**src/logic/pdmi_params.svh**
```systemverilog
// register offsets, field positions, reset values and timing counts
// assumes inclusion by the top module only
`ifndef PDMI_PARAMS_SVH
`define PDMI_PARAMS_SVH
`define PDMI_OFS_START     12'h000
`define PDMI_OFS_STOP      12'h004
`define PDMI_OFS_EV_START  12'h100
`define PDMI_OFS_EV_STOP   12'h104
`define PDMI_OFS_EV_END    12'h108
`define PDMI_OFS_IRQ_EN    12'h300
`define PDMI_OFS_IRQ_SET   12'h304
`define PDMI_OFS_IRQ_CLR   12'h308
`define PDMI_OFS_ENABLE    12'h500
`define PDMI_OFS_CLKCTRL   12'h504
`define PDMI_OFS_MODE      12'h508
`define PDMI_OFS_GAIN_L    12'h518
`define PDMI_OFS_GAIN_R    12'h51c
`define PDMI_OFS_PSEL_CLK  12'h540
`define PDMI_OFS_PSEL_DIN  12'h544
`define PDMI_OFS_PTR       12'h560
`define PDMI_OFS_MAXCNT    12'h564
`define PDMI_CLK_DIV32     32'h08000000
`define PDMI_CLK_DIV31     32'h08400000
`define PDMI_CLK_DIV30     32'h08800000
`define PDMI_RST_CLKCTRL   32'h08400000
`define PDMI_RST_PSEL      32'hffffffff
`define PDMI_GAIN_FLOOR    7'h00
`define PDMI_GAIN_NOMINAL  7'h28
`define PDMI_GAIN_CEILING  7'h50
`define PDMI_BIT_OPER      0
`define PDMI_BIT_EDGE      1
`define PDMI_BIT_CONNECT   31
`define PDMI_DECIM         64
`define PDMI_PCLK_MHZ      250
`define PDMI_REF_MHZ       32
`endif

```
**src/logic/pdmi_pkg.sv**
```systemverilog
// types shared by the microphone interface
// assumes pdmi_params.svh for the numeric constants
package pdmi_pkg;
    typedef enum logic [1:0]
    {
        PDMI_IDLE  = 2'b00,
        PDMI_RUN   = 2'b01,
        PDMI_DRAIN = 2'b11
    } pdmi_state_t;

    typedef struct packed
    {
        logic        req;
        logic [31:0] addr;
        logic [31:0] data;
    } pdmi_dma_req_t;
endpackage

```
**src/logic/pdmi_top.sv**
```systemverilog
// pdm microphone receiver: clock generator, sampling, decimation, gain,
// word packing and a single-word dma write port behind an apb slave.
// assumes the pin mux outside honours clk_pin/din_pin and that the dma
// port accepts a word when dma_ack is high.
// Notes on behaviour
// - default: left on falling, right on rising
// - route clock and data via pin selects
// - pin selects only matter while enabled
// - start task begins, stop task requests end
// - started and stopped events raised
// - end event after last sample written
// - irq enable bits started, stopped, end
// - set register: write one enables
// - clear register: write one disables
// - clock control selects divide 32/31/30
// - stereo: right high half, left low
// - mono: earlier left low, later high
// - edge bit swaps sampling edges
// - left gain linear steps of 3/2 in the multiplier, nominal 0x28
// - pin select: number low, connect bit31
// - dma pointer register, resets zero
// - max count gives buffer length
// - enable register gates interface and pins
// - decimate by 64 to 16-bit samples
// - stop waits for the next dma word written, then stopped
// - pointer double-buffered, restart on fill
// - max count counts 16-bit samples
`timescale 1ns/1ps
`include "pdmi_params.svh"
module pdmi_top
    import pdmi_pkg::*;
#(
    parameter int CNT_W = 15
)
(
    input  wire logic        pclk,
    input  wire logic        presetn,
    input  wire logic        psel,
    input  wire logic        penable,
    input  wire logic        pwrite,
    input  wire logic [11:0] paddr,
    input  wire logic [31:0] pwdata,
    output logic      [31:0] prdata,
    output logic             pready,
    output logic             pslverr,
    output logic             irq,
    output logic             mic_bit_clock,
    output logic             mic_bit_clock_oe,
    output logic      [4:0]  clk_pin,
    output logic             clk_pin_en,
    output logic      [4:0]  din_pin,
    output logic             din_pin_en,
    input  wire logic        mic_data,
    output pdmi_dma_req_t    dma,
    input  wire logic        dma_ack
);
    localparam int PERIOD_NUM = `PDMI_PCLK_MHZ;
    localparam int DECIM      = `PDMI_DECIM;

    logic [2:0]  ev_r;
    logic [2:0]  irq_enable_r;
    logic        enable_r;
    logic [31:0] clkctrl_r;
    logic [1:0]  mode_r;
    logic [6:0]  gain_l_r;
    logic [6:0]  gain_r_r;
    logic [31:0] psel_clk_r;
    logic [31:0] psel_din_r;
    logic [31:0] ptr_r;
    logic [CNT_W-1:0] maxcnt_r;
    pdmi_state_t state_r;

    logic wr;
    logic rd_err;
    assign wr = psel & penable & pwrite;
    assign pready = 1'b1;
    assign pslverr = psel & penable & rd_err;

    logic start_t;
    logic stop_t;
    assign start_t = wr && paddr == `PDMI_OFS_START && enable_r;
    assign stop_t  = wr && paddr == `PDMI_OFS_STOP;

    // event sources from the datapath
    logic ev_started;
    logic ev_stopped;
    logic ev_end;

    always_ff @(posedge pclk or negedge presetn)
    begin
        if (!presetn)
        begin
            irq_enable_r    <= 3'h0;
            enable_r   <= 1'b0;
            clkctrl_r  <= `PDMI_RST_CLKCTRL;
            mode_r     <= 2'h0;
            gain_l_r   <= `PDMI_GAIN_NOMINAL;
            gain_r_r   <= `PDMI_GAIN_NOMINAL;
            psel_clk_r <= `PDMI_RST_PSEL;
            psel_din_r <= `PDMI_RST_PSEL;
            ptr_r      <= 32'h0;
            maxcnt_r   <= '0;
        end
        else if (wr)
        begin
            if (paddr == `PDMI_OFS_IRQ_EN)
                irq_enable_r <= pwdata[2:0];
            else if (paddr == `PDMI_OFS_IRQ_SET)
                irq_enable_r <= irq_enable_r | pwdata[2:0];
            else if (paddr == `PDMI_OFS_IRQ_CLR)
                irq_enable_r <= irq_enable_r & ~pwdata[2:0];
            else if (paddr == `PDMI_OFS_ENABLE)
                enable_r <= pwdata[0];
            else if (paddr == `PDMI_OFS_CLKCTRL)
                clkctrl_r <= pwdata;
            else if (paddr == `PDMI_OFS_MODE)
                mode_r <= pwdata[1:0];
            else if (paddr == `PDMI_OFS_GAIN_L)
                gain_l_r <= pwdata[6:0];
            else if (paddr == `PDMI_OFS_GAIN_R)
                gain_r_r <= pwdata[6:0];
            else if (paddr == `PDMI_OFS_PSEL_CLK)
                psel_clk_r <= {pwdata[31], 26'h0, pwdata[4:0]};
            else if (paddr == `PDMI_OFS_PSEL_DIN)
                psel_din_r <= {pwdata[31], 26'h0, pwdata[4:0]};
            else if (paddr == `PDMI_OFS_PTR)
                ptr_r <= pwdata;
            else if (paddr == `PDMI_OFS_MAXCNT)
                maxcnt_r <= pwdata[CNT_W-1:0];
        end
    end

    // sticky events: hardware set wins over software clear
    logic [2:0] ev_set;
    logic [2:0] ev_clr;
    assign ev_set = {ev_end, ev_stopped, ev_started};
    assign ev_clr[0] = wr && paddr == `PDMI_OFS_EV_START && !pwdata[0];
    assign ev_clr[1] = wr && paddr == `PDMI_OFS_EV_STOP && !pwdata[0];
    assign ev_clr[2] = wr && paddr == `PDMI_OFS_EV_END && !pwdata[0];

    always_ff @(posedge pclk or negedge presetn)
    begin
        if (!presetn)
            ev_r <= 3'h0;
        else
            ev_r <= ev_set | (ev_r & ~ev_clr);
    end

    always_ff @(posedge pclk or negedge presetn)
    begin
        if (!presetn)
            irq <= 1'b0;
        else
            irq <= |(ev_r & irq_enable_r);
    end

    always_comb
    begin
        prdata = 32'h0;
        rd_err = 1'b0;
        if (paddr == `PDMI_OFS_EV_START)
            prdata = {31'h0, ev_r[0]};
        else if (paddr == `PDMI_OFS_EV_STOP)
            prdata = {31'h0, ev_r[1]};
        else if (paddr == `PDMI_OFS_EV_END)
            prdata = {31'h0, ev_r[2]};
        else if (paddr == `PDMI_OFS_IRQ_EN || paddr == `PDMI_OFS_IRQ_SET ||
                 paddr == `PDMI_OFS_IRQ_CLR)
            prdata = {29'h0, irq_enable_r};
        else if (paddr == `PDMI_OFS_ENABLE)
            prdata = {31'h0, enable_r};
        else if (paddr == `PDMI_OFS_CLKCTRL)
            prdata = clkctrl_r;
        else if (paddr == `PDMI_OFS_MODE)
            prdata = {30'h0, mode_r};
        else if (paddr == `PDMI_OFS_GAIN_L)
            prdata = {25'h0, gain_l_r};
        else if (paddr == `PDMI_OFS_GAIN_R)
            prdata = {25'h0, gain_r_r};
        else if (paddr == `PDMI_OFS_PSEL_CLK)
            prdata = psel_clk_r;
        else if (paddr == `PDMI_OFS_PSEL_DIN)
            prdata = psel_din_r;
        else if (paddr == `PDMI_OFS_PTR)
            prdata = ptr_r;
        else if (paddr == `PDMI_OFS_MAXCNT)
            prdata = {{(32-CNT_W){1'b0}}, maxcnt_r};
        else if (paddr == `PDMI_OFS_START || paddr == `PDMI_OFS_STOP)
            prdata = 32'h0;
        else
            rd_err = 1'b1;
    end

    // pin routing, only while enabled
    assign clk_pin    = psel_clk_r[4:0];
    assign din_pin    = psel_din_r[4:0];
    assign clk_pin_en = enable_r & ~psel_clk_r[`PDMI_BIT_CONNECT];
    assign din_pin_en = enable_r & ~psel_din_r[`PDMI_BIT_CONNECT];

    // microphone clock: pclk cycles per half period scaled from 32 MHz ref
    logic [5:0] ref_div;
    always_comb
    begin
        if (clkctrl_r == `PDMI_CLK_DIV32)
            ref_div = 6'd32;
        else if (clkctrl_r == `PDMI_CLK_DIV30)
            ref_div = 6'd30;
        else
            ref_div = 6'd31;
    end

    logic [15:0] half_cnt;
    assign half_cnt = 16'((ref_div * PERIOD_NUM) / (2 * `PDMI_REF_MHZ));

    logic [15:0] div_cnt_r;
    logic        clk_q_r;
    logic        running;
    logic        edge_hit;
    assign running  = state_r != PDMI_IDLE;
    assign edge_hit = running && div_cnt_r >= half_cnt - 16'd1;

    always_ff @(posedge pclk or negedge presetn)
    begin
        if (!presetn)
        begin
            div_cnt_r <= 16'h0;
            clk_q_r   <= 1'b0;
        end
        else if (!running)
        begin
            div_cnt_r <= 16'h0;
            clk_q_r   <= 1'b0;
        end
        else if (edge_hit)
        begin
            div_cnt_r <= 16'h0;
            clk_q_r   <= ~clk_q_r;
        end
        else
            div_cnt_r <= div_cnt_r + 16'd1;
    end
    assign mic_bit_clock    = clk_q_r;
    assign mic_bit_clock_oe = clk_pin_en;

    // sample data at the end of each half period, before the edge
    logic fall_s;
    logic rise_s;
    assign fall_s = edge_hit & clk_q_r;
    assign rise_s = edge_hit & ~clk_q_r;
    logic take_l;
    logic take_r;
    assign take_l = mode_r[`PDMI_BIT_EDGE] ? rise_s : fall_s;
    assign take_r = mode_r[`PDMI_BIT_EDGE] ? fall_s : rise_s;
    logic din;
    assign din = mic_data & din_pin_en;

    // boxcar decimator per channel: 64 bits to a signed 16-bit sample
    logic [6:0]  acc_l_r;
    logic [6:0]  acc_r_r;
    logic [5:0]  bit_cnt_r;
    logic        frame_r;
    always_ff @(posedge pclk or negedge presetn)
    begin
        if (!presetn)
        begin
            acc_l_r   <= 7'h0;
            acc_r_r   <= 7'h0;
            bit_cnt_r <= 6'h0;
            frame_r   <= 1'b0;
        end
        else
        begin
            frame_r <= 1'b0;
            if (!running)
            begin
                acc_l_r   <= 7'h0;
                acc_r_r   <= 7'h0;
                bit_cnt_r <= 6'h0;
            end
            else if (frame_r)
            begin
                acc_l_r <= 7'h0;
                acc_r_r <= 7'h0;
            end
            else
            begin
                if (take_l)
                    acc_l_r <= acc_l_r + {6'h0, din};
                if (take_r)
                begin
                    acc_r_r <= acc_r_r + {6'h0, din};
                    bit_cnt_r <= bit_cnt_r + 6'd1;
                    frame_r <= bit_cnt_r == 6'(DECIM - 1);
                end
            end
        end
    end

    // gain: value = (ones-64) << 8 scaled by a linear multiplier (16 + g*3/2) / 64
    function automatic logic [15:0] apply_gain(input logic [6:0] ones,
                                               input logic [6:0] g);
        logic signed [15:0] base;
        logic signed [23:0] prod;
        logic        [7:0]  mult;
        base = 16'(signed'({1'b0, ones, 8'h0}) - 16'sh4000);
        mult = 8'(16 + 16'(g) * 16'd3 / 16'd2);
        prod = 24'(base) * signed'({16'h0, mult});
        return prod[21:6];
    endfunction

    logic [15:0] smp_l;
    logic [15:0] smp_r;
    assign smp_l = apply_gain(acc_l_r, gain_l_r);
    assign smp_r = apply_gain(acc_r_r, gain_r_r);

    // packing, dma and run control
    logic [31:0] cur_ptr_r;
    logic [CNT_W-1:0] done_r;
    logic [15:0] hold_r;
    logic        half_r;
    logic        stop_req_r;
    pdmi_dma_req_t dma_r;
    assign dma = dma_r;

    logic word_done;
    logic [CNT_W-1:0] done_nxt;
    assign word_done = dma_r.req & dma_ack;
    assign done_nxt  = done_r + CNT_W'(2);

    always_ff @(posedge pclk or negedge presetn)
    begin
        if (!presetn)
        begin
            state_r    <= PDMI_IDLE;
            cur_ptr_r  <= 32'h0;
            done_r     <= '0;
            hold_r     <= 16'h0;
            half_r     <= 1'b0;
            stop_req_r <= 1'b0;
            dma_r      <= '0;
            ev_started <= 1'b0;
            ev_stopped <= 1'b0;
            ev_end     <= 1'b0;
        end
        else
        begin
            ev_started <= 1'b0;
            ev_stopped <= 1'b0;
            ev_end     <= 1'b0;
            if (stop_t && running)
                stop_req_r <= 1'b1;
            case (state_r)
                PDMI_IDLE:
                begin
                    if (start_t)
                    begin
                        state_r    <= PDMI_RUN;
                        cur_ptr_r  <= ptr_r;
                        done_r     <= '0;
                        half_r     <= 1'b0;
                        stop_req_r <= 1'b0;
                        ev_started <= 1'b1;
                    end
                end
                PDMI_RUN:
                begin
                    if (frame_r && !dma_r.req)
                    begin
                        if (mode_r[`PDMI_BIT_OPER] && !half_r)
                        begin
                            hold_r <= smp_l;
                            half_r <= 1'b1;
                        end
                        else
                        begin
                            dma_r.req  <= 1'b1;
                            dma_r.addr <= cur_ptr_r +
                                          32'({done_r, 1'b0});
                            dma_r.data <= mode_r[`PDMI_BIT_OPER] ?
                                          {smp_l, hold_r} :
                                          {smp_r, smp_l};
                            half_r <= 1'b0;
                        end
                    end
                    if (word_done)
                    begin
                        dma_r.req <= 1'b0;
                        done_r    <= done_nxt;
                        if (done_nxt >= maxcnt_r || stop_req_r)
                        begin
                            ev_end <= 1'b1;
                            done_r <= '0;
                            cur_ptr_r <= ptr_r;
                            if (stop_req_r || stop_t)
                                state_r <= PDMI_DRAIN;
                            else
                                ev_started <= 1'b1;
                        end
                    end
                end
                PDMI_DRAIN:
                begin
                    state_r    <= PDMI_IDLE;
                    stop_req_r <= 1'b0;
                    ev_stopped <= 1'b1;
                end
                default:
                    state_r <= PDMI_IDLE;
            endcase
        end
    end
endmodule

```
**config.mk**
```make
export PLATFORM = sky130hd
export DESIGN_NAME = pdmi_top
export DESIGN_NICKNAME = d
export VERILOG_FILES = /design/src/logic/pdmi_pkg.sv /design/src/logic/pdmi_top.sv
export VERILOG_INCLUDE_DIRS = /design/src /design/src/logic
export SDC_FILE = /design/constraint.sdc
export NUM_CORES = 1
export LEC_CHECK = 0
export BUFFER_PORTS_ARGS = -buffer_cell sky130_fd_sc_hd__buf_4
export CAP_MARGIN = 20
export CORE_ASPECT_RATIO = 0.8
export CORE_MARGIN = 1
export CORE_UTILIZATION = 46
export DETAILED_ROUTE_END_ITERATION = 16
export PLACE_DENSITY = 0.74
export SLEW_MARGIN = 20
export SYNTH_ARGS = -nofsm -noshare
export SYNTH_HDL_FRONTEND = slang
export SYNTH_SLANG_ARGS = --single-unit
```
**constraint.sdc**
```tcl
create_clock -name pclk -period 11.9 [get_ports pclk]
set_input_delay 1.19 -clock pclk [delete_from_list [all_inputs] [get_ports pclk]]
set_output_delay 1.19 -clock pclk [all_outputs]
set_load 0.005 [all_outputs]
```
==> results.md <==
- Final period utilization: 56.1%
- Post-Layout Cell Count: 2613
- Worst-Margin Slew: 1.04 ns
- Place WS: 5.35 ns
- Crit path buffers/inverters: 4
- Detail Route Antenna Nets: 0
- Async SR Flop Fraction: 100%
- Post-synth EDFFs: 0
- Final Worst Setup Slack: 5.22 ns
- Via/cell ratio: 5.47
- Largest net degree at the start of global routing: 183
- Global-route wire length before repair: 79.1 mm
- DRC: 0
- Worst-path maximum fanout: 7
- CP Class: register to register
- Sequential area share after synthesis: 37.3%
- Final Max Tran Viols: 0
- IO Pins: 165
- Post-Route Setup TNS: 0 ns
- Avg Inst Size Synth: 9.96 um2
- Layout cells sized above 1: 19.7%
- Critical Path Source Type: register
- Synth warn: 0
- Worst vdd ir: 0.000102 V
- Post-CTS sizing: 0
- Maximum operating frequency: 150 MHz
- Final Net Count: 2297
- Critical Path Sink Type: register
- Setup bufs post-CTS: 0
- CTS sink cnt: 283
- CTS Hold Bufs: 0
- Placer's final routability congestion estimate: 0.890
- Layout area overhead: 14.2%
- Post-Place Cells: 2556
- CP peak stage delay: 0.53 ns
- Htree depth: 1
- # rows: 66
- Status: complete, no violations
- Port bufs: 159
- Final setup fails: 0
- Crit path DAT: 7.18 ns
- CP max stage cell: fa_1
- Tightest Hold Check Type: register to register
- Root Buffer: clkbuf_16
- CTS Buffer Depth: 3
- CTS clock-pin slew for the worst setup and hold paths: 0.07 ns
- Remaining Overflow, GRT: 0
- Design area: 21800 um2
- Synth Flop Type: dfrtp_1
- Max-Cap Viols: 0
- Antenna violations before repair: 1
- Area of the multi-input gates: 10800 um2
- Die area: 42200 um2
- Cell Area, Placed: 20700 um2
- Netlist cell types: 80
- Die Y: 184 um
- GRT Total Usage: 23.3%
- Vias: 14286
- Cells after Synth: 1912
- 1st-iter DRT viols: 1151
- Die Wd: 229 um
- CTS tree: yes
- Clk_skew: 0.0122 ns
- FILL cells: 3596
- Pwr dens: 94.6 nW/um2
- Hold slack: 0.432 ns
- TritonRoute pass-1 iters: 6
- Core area: 40700 um2
- Post-Syn Area: 19000 um2
- Tmin final: 6.68 ns
- Clock Latency Late Sink: 0.59 ns
- Final wirelength: 48.4 mm
- CP delay by family, top: adder cells
- Final Hold Viols: 0
- Unrepaired setup endpoints after global routing: no
- Leading cell types in the layout, fill and taps excluded: dfrtp_1, nand2_1, inv_1
- Leak Pwr: 0.0106 uW
- CTS buffer count: 29
- Slew headroom: 30.4%
- Routed len/inst: 18.5 um
- Vias in the first global route: 14712
- Crit path required time: 12.40 ns
- #FFs+latches synth: 283
- Most common cell after layout, fill and taps aside: dfrtp_1
- Register area: 7110 um2
- DP Wirelength: 35.9 mm
- Initial Utilization: 46.8%
[layer usage]
| metal | track usage (%) | routed length, um | vias up |
|---|---|---|---|
| met3 | 3.37 | 2930 | 82 |
| met1 | 31.3 | 21400 | 7032 |
| met2 | 39.4 | 22800 | 466 |
| met5 | 0 | 0 | - |
| met4 | 6.51 | 1260 | 0 |
| li1 | - | - | 6706 |
[logic make-up after synthesis]
logic type               share of synthesized area, %
other                                          0.0394
buffers and inverters                            6.29
multiplexers                                     10.2
adder cells (fa/ha/maj)                          16.7
AND/OR/NAND/NOR                                  13.7
AO/OA/AOI/OAI                                    11.4
flip-flops                                       37.3
XOR/XNOR                                         4.32
[flip-flops by register name, summed over array words and instances (netlist names), 14 cells and up]
register,flops
dma,61
clkctrl_r,32
cur_ptr_r,32
ptr_r,32
div_cnt_r,16
maxcnt_r,15
done_r,14
hold_r,14
[cell usage after synthesis (16+ instances only)]
library cell / count / area, um2
o21ai_0: 150 / 751
xnor2_1: 51 / 447
mux2_2: 109 / 1230
mux2i_1: 24 / 240
and2_1: 44 / 275
dfrtp_1: 263 / 6580
fa_1: 88 / 1760
nor3_1: 16 / 80.1
nand4_1: 18 / 113
mux2_4: 30 / 450
inv_1: 200 / 751
clkbuf_1: 54 / 203
nand2_1: 206 / 773
and3_1: 23 / 144
ha_1: 113 / 1410
nor2_1: 112 / 420
buf_4: 16 / 120
nor2b_1: 41 / 257
dfstp_2: 20 / 526
xor2_1: 43 / 377
a22o_1: 37 / 324
nand3_1: 28 / 140
a21oi_1: 57 / 285
[report_power, final]
group / switching [uW] / internal, uW / leakage (uW) / total, uW
logic: 47.1 / 24.2 / 0.00628 / 71.3
registers: 3.61 / 968 / 0.00384 / 972
clock network: 416 / 598 / 0.000513 / 1010
total: 467 / 1590 / 0.0106 / 2060
[metrics by stage]
step | power, uW | utilization [%]
after detailed placement | 1060 | 50.8
after global placement | 1060 | 50.8
after floorplan | 1010 | -
final | 2060 | 53.4
after CTS | 2070 | 53.4
after global routing | 2120 | 53.4
[final cells by class]
cell class | count | area share (%)
clock buffers | 38 | 3.77
diodes | 1 | 0.0115
inverters | 200 | 3.45
flip-flops and latches | 283 | 32.7
multi-input cells | 1357 | 49.7
repair buffers | 174 | 6.16
well taps | 544 | 3.13
clock inverters | 16 | 1.10
[worst paths after layout]
kind                              from  slack [ns]  cells after the start            end
setup reg to reg           gain_l_r[1]        5.22                     25        dma[15]
hold reg to reg             ev_started        0.43                      1        ev_r[0]
min in group asynchronous      presetn        0.63                      1        dma[26]
setup / recovery           gain_l_r[1]        5.22                     25        dma[15]
hold / removal              ev_started        0.43                      1        ev_r[0]
max in group asynchronous      presetn        9.74                      2  cur_ptr_r[11]
Note: power is estimated with default switching activity, not from simulation.
